--- src/common/global_reset_consts.vh ---
`ifndef GLOBAL_RESET_CONSTS_VH
`define GLOBAL_RESET_CONSTS_VH
`define RELEASE_CYCLE_DEFAULT 4'h4
`define CYC_W                 4
`define ST_CONFIG             2'h0
`define ST_STARTUP            2'h1
`define ST_USER               2'h2
`define BUSY_RESET            1'h1
`define SYNC_RESET            1'h0
`define CYC_ZERO              4'h0
`define CYC_STEP              4'h1
`define NET_HELD              1'h1
`define GATE_INIT             1'h0
`define READY_INIT            1'h0
`endif

--- src/logic/global_reset_tristate_control.v ---
`timescale 1ns/1ns
`include "global_reset_consts.vh"
module global_reset_tristate_control #(
  parameter              NUM_DIES  = 2,
  parameter              SLICE_W   = 4,
  parameter [`CYC_W-1:0] REL_CYCLE = `RELEASE_CYCLE_DEFAULT
) (
  // clock and reset
  input  wire                  sys_clk_i,
  input  wire                  reset_i,
  // configuration sequencer
  input  wire                  config_busy_i,
  // user sources after configuration
  input  wire                  user_set_reset_i,
  input  wire                  user_high_z_i,
  // gate-mode latches of one slice
  input  wire [SLICE_W-1:0]    latch_data_input_i,
  input  wire                  set_reset_input_i,
  input  wire [SLICE_W-1:0]    gate_is_or_i,
  // outputs
  output reg  [NUM_DIES-1:0]   global_set_reset_net_o,
  output reg  [NUM_DIES-1:0]   global_high_z_net_o,
  output reg  [SLICE_W-1:0]    gate_q_o,
  output reg                   user_ready_o
);

  localparam [1:0] S_CONFIG  = `ST_CONFIG;
  localparam [1:0] S_STARTUP = `ST_STARTUP;
  localparam [1:0] S_USER    = `ST_USER;

  // synchronisers: only the second flop is read by logic
  reg                 busy_meta_reg;
  reg                 busy_sync_reg;
  reg                 usr_sr_meta_reg;
  reg                 usr_sr_sync_reg;
  reg                 usr_hz_meta_reg;
  reg                 usr_hz_sync_reg;
  reg                 slice_sr_meta_reg;
  reg                 slice_sr_sync_reg;
  reg  [SLICE_W-1:0]  data_meta_reg;
  reg  [SLICE_W-1:0]  data_sync_reg;

  // sequencer
  reg  [1:0]          state_reg;
  reg  [1:0]          state_next;
  reg  [`CYC_W-1:0]   cyc_reg;
  reg  [`CYC_W-1:0]   cyc_next;
  wire                in_config;
  wire                in_startup;
  wire                in_user;
  wire                release_hit;

  // net sources
  reg                 net_sr_src;
  reg                 net_hz_src;

  // gate lanes
  wire [SLICE_W-1:0]  and_inv_out;
  wire [SLICE_W-1:0]  or_out;
  reg  [SLICE_W-1:0]  gate_next;
  reg  [SLICE_W-1:0]  gate_q_next;

  // output stage next values
  reg  [NUM_DIES-1:0] sr_net_next;
  reg  [NUM_DIES-1:0] hz_net_next;
  reg                 ready_next;
  integer             die_idx;
  integer             bit_idx;
  genvar              lane;

  // busy reads as set in reset so the nets stay held
  always @(posedge sys_clk_i) begin
    if (reset_i) begin
      busy_meta_reg <= `BUSY_RESET;
      busy_sync_reg <= `BUSY_RESET;
    end else begin
      busy_meta_reg <= config_busy_i;
      busy_sync_reg <= busy_meta_reg;
    end
  end

  // user set/reset source, brought onto sys_clk_i
  always @(posedge sys_clk_i) begin
    if (reset_i) begin
      usr_sr_meta_reg <= `SYNC_RESET;
      usr_sr_sync_reg <= `SYNC_RESET;
    end else begin
      usr_sr_meta_reg <= user_set_reset_i;
      usr_sr_sync_reg <= usr_sr_meta_reg;
    end
  end

  // user high-z source
  always @(posedge sys_clk_i) begin
    if (reset_i) begin
      usr_hz_meta_reg <= `SYNC_RESET;
      usr_hz_sync_reg <= `SYNC_RESET;
    end else begin
      usr_hz_meta_reg <= user_high_z_i;
      usr_hz_sync_reg <= usr_hz_meta_reg;
    end
  end

  // shared slice input, one per slice
  always @(posedge sys_clk_i) begin
    if (reset_i) begin
      slice_sr_meta_reg <= `SYNC_RESET;
      slice_sr_sync_reg <= `SYNC_RESET;
    end else begin
      slice_sr_meta_reg <= set_reset_input_i;
      slice_sr_sync_reg <= slice_sr_meta_reg;
    end
  end

  // per-lane data inputs
  always @(posedge sys_clk_i) begin
    if (reset_i) begin
      data_meta_reg <= {SLICE_W{`SYNC_RESET}};
      data_sync_reg <= {SLICE_W{`SYNC_RESET}};
    end else begin
      data_meta_reg <= latch_data_input_i;
      data_sync_reg <= data_meta_reg;
    end
  end

  // state decode
  assign in_config   = (state_reg == S_CONFIG);
  assign in_startup  = (state_reg == S_STARTUP);
  assign in_user     = (state_reg == S_USER);
  assign release_hit = in_startup && (cyc_reg == REL_CYCLE);

  // busy during start-up aborts the count, so no early release
  always @* begin
    state_next = state_reg;
    case (state_reg)
      S_CONFIG: begin
        if (!busy_sync_reg) begin
          state_next = S_STARTUP;
        end
      end
      S_STARTUP: begin
        if (busy_sync_reg) begin
          state_next = S_CONFIG;
        end else if (release_hit) begin
          state_next = S_USER;
        end
      end
      S_USER: begin
        if (busy_sync_reg) begin
          state_next = S_CONFIG;
        end
      end
      default: begin
        state_next = S_CONFIG;
      end
    endcase
  end

  // start-up cycle counter, cleared outside start-up
  always @* begin
    if (in_startup) begin
      cyc_next = cyc_reg + `CYC_STEP;
    end else begin
      cyc_next = `CYC_ZERO;
    end
  end

  always @(posedge sys_clk_i) begin
    if (reset_i) begin
      state_reg <= S_CONFIG;
    end else begin
      state_reg <= state_next;
    end
  end

  always @(posedge sys_clk_i) begin
    if (reset_i) begin
      cyc_reg <= `CYC_ZERO;
    end else begin
      cyc_reg <= cyc_next;
    end
  end

  // set/reset held until the user state, then user driven
  always @* begin
    if (!in_user) begin
      net_sr_src = `NET_HELD;
    end else begin
      net_sr_src = usr_sr_sync_reg;
    end
  end

  // high-z held until the user state, then user driven
  always @* begin
    if (!in_user) begin
      net_hz_src = `NET_HELD;
    end else begin
      net_hz_src = usr_hz_sync_reg;
    end
  end

  // latch gates: clock and enable held on, so plain logic
  generate
    for (lane = 0; lane < SLICE_W; lane = lane + 1) begin : gate_lane
      assign and_inv_out[lane] = slice_sr_sync_reg & ~data_sync_reg[lane];
      assign or_out[lane]      = data_sync_reg[lane] | slice_sr_sync_reg;
    end
  endgenerate

  // per-lane choice of gate kind
  always @* begin
    gate_next = {SLICE_W{`GATE_INIT}};
    for (bit_idx = 0; bit_idx < SLICE_W; bit_idx = bit_idx + 1) begin
      if (gate_is_or_i[bit_idx]) begin
        gate_next[bit_idx] = or_out[bit_idx];
      end else begin
        gate_next[bit_idx] = and_inv_out[bit_idx];
      end
    end
  end

  // gates sit at a known value while set/reset is high
  always @* begin
    if (net_sr_src) begin
      gate_q_next = {SLICE_W{`GATE_INIT}};
    end else begin
      gate_q_next = gate_next;
    end
  end

  // each die gets its own copy of one source, no die-to-die chain
  always @* begin
    sr_net_next = {NUM_DIES{`NET_HELD}};
    for (die_idx = 0; die_idx < NUM_DIES; die_idx = die_idx + 1) begin
      sr_net_next[die_idx] = net_sr_src;
    end
  end

  always @* begin
    hz_net_next = {NUM_DIES{`NET_HELD}};
    for (die_idx = 0; die_idx < NUM_DIES; die_idx = die_idx + 1) begin
      hz_net_next[die_idx] = net_hz_src;
    end
  end

  // ready mirrors the release so user logic can gate key flops
  always @* begin
    ready_next = ~net_sr_src;
  end

  always @(posedge sys_clk_i) begin
    if (reset_i) begin
      global_set_reset_net_o <= {NUM_DIES{`NET_HELD}};
    end else begin
      global_set_reset_net_o <= sr_net_next;
    end
  end

  always @(posedge sys_clk_i) begin
    if (reset_i) begin
      global_high_z_net_o <= {NUM_DIES{`NET_HELD}};
    end else begin
      global_high_z_net_o <= hz_net_next;
    end
  end

  always @(posedge sys_clk_i) begin
    if (reset_i) begin
      gate_q_o <= {SLICE_W{`GATE_INIT}};
    end else begin
      gate_q_o <= gate_q_next;
    end
  end

  always @(posedge sys_clk_i) begin
    if (reset_i) begin
      user_ready_o <= `READY_INIT;
    end else begin
      user_ready_o <= ready_next;
    end
  end

endmodule // global_reset_tristate_control

--- config.mk ---
export PLATFORM = sky130hd
export DESIGN_NAME = global_reset_tristate_control
export DESIGN_NICKNAME = d
export VERILOG_FILES = /design/src/logic/global_reset_tristate_control.v
export VERILOG_INCLUDE_DIRS = /design/src /design/src/common
export SDC_FILE = /design/constraint.sdc
export NUM_CORES = 1
export LEC_CHECK = 0
export BUFFER_PORTS_ARGS = -buffer_cell sky130_fd_sc_hd__buf_2
export CAP_MARGIN = 20
export CORE_MARGIN = 3
export CORE_UTILIZATION = 50
export DETAILED_ROUTE_END_ITERATION = 8
export PLACE_DENSITY = 0.75
export SLEW_MARGIN = 40
export SYNTH_ARGS = -nofsm -noshare
export SYNTH_HDL_FRONTEND = slang
export SYNTH_SLANG_ARGS = --single-unit
--- constraint.sdc ---
create_clock -name sys_clk_i -period 1.42 [get_ports sys_clk_i]
set_clock_uncertainty 0.05 [all_clocks]
set_input_delay 0.213 -clock sys_clk_i [delete_from_list [all_inputs] [get_ports sys_clk_i]]
set_output_delay 0.213 -clock sys_clk_i [all_outputs]
set_load 0.01 [all_outputs]
; Word-level counts from Yosys, hierarchy flattened
; Cells that the tools add are included.
[word_totals]
register_bits = 29
out_inout_bits = 9
inputBits = 14
[op_classes]
n_bitwise = 14
addsub = 1
muxes = 11
eq_ne = 6
n_reduce_logical = 5
[op_table]
columns = cell, count
row1 = $mux W2, 4
row2 = $mux W1, 6
row3 = $not A1 Y1, 6
row4 = $pmux W2 S3, 1
row5 = $add A4 B1 Y4 const B, 1
row6 = $and A1 B1 Y1, 4
row7 = $eq A4 B3 Y1 const B, 1
row8 = $ne A2 B2 Y1 const B, 2
row9 = $or A1 B1 Y1, 4
row10 = $reduce_or A2 Y1, 2
row11 = $ne A3 B2 Y1 const B, 1
row12 = $reduce_and A3 Y1, 1
row13 = $eq A2 B1 Y1 const B, 1
row14 = $eq A2 B2 Y1 const B, 1
row15 = $logic_not A2 Y1, 1
row16 = $logic_and A1 B1 Y1, 1

; Logic depth before layout (Yosys ltp)
[depth]
depth_word = 5
mapped_depth = 4

; Least setup slack after synthesis
; No wires, ideal clock.
[synth_path]
kind = reg2reg
from = register state_reg[0]
to = register gate_q_o[1]
arrival_ns = 1.072
period_less_slack_ns = 1.184
setup_slack_ns = 0.236
path_stages_with_launch = 4
path_cell_list = dfxtp_1 or4b_1 buf_6 nor2_2
[synth_via]
elab_chain_len = 3
[synth_lines]
columns = element, line
row1 = "start, declared", global_reset_tristate_control.v:44  ; reg [1:0] state_reg;
row2 = "start signal, assigned", global_reset_tristate_control.v:172  ; state_reg <= state_next;
row3 = $eq A2 B2 Y1, global_reset_tristate_control.v:129  ; assign in_user = (state_reg == S_USER);
row4 = $mux W1, global_reset_tristate_control.v:186  ; if (!in_user) begin
row5 = $reduce_or A2 Y1 (no line), --
row6 = "end signal, assigned", global_reset_tristate_control.v:269  ; gate_q_o <= {SLICE_W{`GATE_INIT}};
row7 = "end signal, assigned", global_reset_tristate_control.v:271  ; gate_q_o <= gate_q_next;
row8 = "end, declared", global_reset_tristate_control.v:23  ; output reg [SLICE_W-1:0] gate_q_o,
; No other way between the ends.
; A chain may end at the register's enable or synchronous reset.

; Worst setup path in the final report
[layout_path]
from = register state_reg[0]
to = register gate_q_o[3]
; The elaborated chain is that of the path after synthesis.

==> summary.txt <==
GRT
  – Largest net degree at the start of global routing: 16
  – Gr ovfl total: 0
  – Initial antenna violation count: 0
  – First-pass GRT wire length: 2210 um
  – Vias in the first global route: 555
  – Tot GR Track Use: 12.0%

Place
  – GP Congestion: 0.704
  – Dpl cell area: 0.00108 mm^2
  – DP HPWL: 934 um
  – Worst slack, placed: 0.117 ns
  – # port buffers: 22

Floorplanning
  – Core region area: 0.00176 mm^2
  – Die area: 0.00247 mm^2
  – Die Wd: 49.7 um
  – Initial core utilization: 54.2%
  – Num rows: 15
  – Die height: 49.7 um
  – # IOs: 23

Route
  – Via Count: 585
  – DRC: 0
  – Wirelength, routed: 1230 um
  – Detailed Routing Iterations Pass 1: 2
  – DR WL/cell: 9.20 um
  – Via-per-instance ratio: 4.37
  – Iter 0 DRT Violations: 1
  – Antenna viol nets, final: 0

Timing
  – Worst slew margin: 79.2%
  – Final clock period utilization by the worst path: 93.0%
  – Max Slew Vio Count: 0
  – Hold Violations, Final: 0
  – Final setup viols: 0
  – Post-route setup TNS: 0 ns
  – Tightest Pin Transition: 0.312 ns
  – Maximum clock rate: 757 MHz
  – RSZ-0062 raised after global routing: false
  – Final Worst Setup Slack: 0.0988 ns
  – Min Tclk post-route: 1.32 ns

Synth
  – Post-synth EDFFs: 0
  – Yosys reg bits: 29
  – Synth top area share: 60.7%
  – Post-Syn Area per Cell: 11.7 um^2
  – Syn_nets: 98
  – Leading area contributor after synthesis: dfxtp_1
  – Distinct cells, synth: 26
  – Synth area leaders: dfxtp_1 61%, nor2b_1 9.2%, mux2i_1 4.2%
  – Post-synthesis instance total: 82
  – Cell area after synthesis: 956 um^2
  – Post-synthesis sequential area ratio: 60.7%
  – Synth Flop Type: dfxtp_1
  – Post-synth ARST share: 0%
  – Yosys warnings: 0

Worst setup path
  – Crit end category: flop
  – CP Cell Sequence: or4b_1 > nor2_2
  – CP max-delay cell: or4b_1
  – Startpoint Class: flop
  – Top Family by Delay on Critical Path: simple AND/OR/NAND/NOR gates
  – R2r setup slk: 0.1 ns
  – Max stage delay on crit path: 0.71 ns
  – Crit path kind: reg2reg
  – Largest fanout on the critical path: 7
  – CP required: 1.63 ns
  – CP Buf/Inv Count: 0
  – Critical Path AT: 1.53 ns

Final layout
  – Nets: 124
  – Fillcell total: 169
  – Area occupied by multi-input gates: 323 um^2
  – Most common cell after layout, fill and taps aside: dfxtp_1
  – Final Cell Area: 0.00116 mm^2
  – Layout cell share with drive strength beyond 1: 35.8%
  – Ant diodes: 0
  – Register area: 581 um^2
  – Commonest non-fill, non-tap cells in the layout: 29 x dfxtp_1, 22 x buf_2, 14 x nor2b_1, 5 x clkbuf_4
  – Layout overhead on the synthesized area: 21.7%

Clock tree
  – CTS buffer count: 5
  – CTS root buf: clkbuf_4
  – TritonCTS clock tree: built
  – # H-tree levels: 2
  – CTS sink cnt: 29
  – Clock slew at reported path FFs: 0.08 ns
  – Clock Path Buffers: 2
  – Clock latency on the worst-skew pair: 0.31 ns
  – CTS Hold Bufs: 0
  – Post-CTS setup buffer count: 0
  – Post-CTS Resized: 0

Power and ir drop
  – Leak pwr: 0.482 nW
  – Pwr Density: 1350 mW/mm^2
  – Peak VDD IR: 0.000930 V

Outcome
  – Status: complete, no violations

Min path
  – Hold crit path type: in2reg

Flow run
  – Max cap viols: 0
-- cell usage after synthesis, types with 2 or more instances --
library cell,number
dfxtp_1,29
nor2b_1,14
inv_1,4
mux2i_1,4
nor2_1,3
nor2_2,3
buf_4,2
clkbuf_1,2
ha_1,2
or2_2,2
or4b_1,2
-- per-layer routing --
layer / vias to the layer above / routed length (um) / GRT usage [%]
met2: 21 / 565 / 17.8
met4: 0 / 44 / 9.68
li1: 314 / - / -
met3: 9 / 114 / 4.83
met1: 241 / 508 / 13.5
met5: - / 0 / 0
-- power breakdown --
group / total (mW) / internal (mW) / switching, mW
combinational: 0.0548 / 0.0335 / 0.0213
sequential: 0.842 / 0.835 / 0.00749
clock: 0.676 / 0.420 / 0.256
-- cells by family (layout without fill, tap and decap cells) --
group,after synthesis,in the layout,share of synthesized area (%)
XOR/XNOR,1,1,0.916
buffers and inverters,10,37,5.50
AO/OA/AOI/OAI,2,2,1.70
adder cells (fa/ha/maj),2,2,2.62
multiplexers,5,5,5.37
AND/OR/NAND/NOR,33,33,23.2
flip-flops,29,29,60.7
-- stage by stage --
| step | hold slack (ns) | utilization, % | cells | total power, mW |
|---|---|---|---|---|
| 4_1_cts | 0.0166 | 66.0 | 134 | 1.60 |
| 3_5_place_dp | 0.347 | 61.1 | 126 | 0.918 |
| 3_3_place_gp | 0.342 | 61.1 | 126 | 0.916 |
| 5_1_grt | 0.0225 | 66.0 | 134 | 1.64 |
| 2_1_floorplan | 0.267 | - | 82 | 0.891 |
| 6_report | 0.0224 | 66.0 | 134 | 1.57 |
-- worst register-to-register path: stages (launching register included) --
cell	delay (ns)
dfxtp_1	0.35
or4b_1	0.71
nor2_2	0.16
-- final cells by class --
type,count,share of cell area (%)
clock buffers,7,4.73
well taps,25,2.69
inverters,5,1.61
clock inverters,1,2.58
repair buffers,24,10.8
flip-flops and latches,29,49.9
multi-input cells,43,27.7
-- final timing paths --
| kind | startpoint | end | depth (start not counted) |
|---|---|---|---|
| setup reg to reg | state_reg[0] | gate_q_o[3] | 2 |
| hold reg to reg | busy_meta_reg | busy_sync_reg | 1 |
| hold / removal | config_busy_i | busy_meta_reg | 2 |
| setup / recovery | state_reg[0] | gate_q_o[3] | 2 |
(Power assumes the default switching activity.)
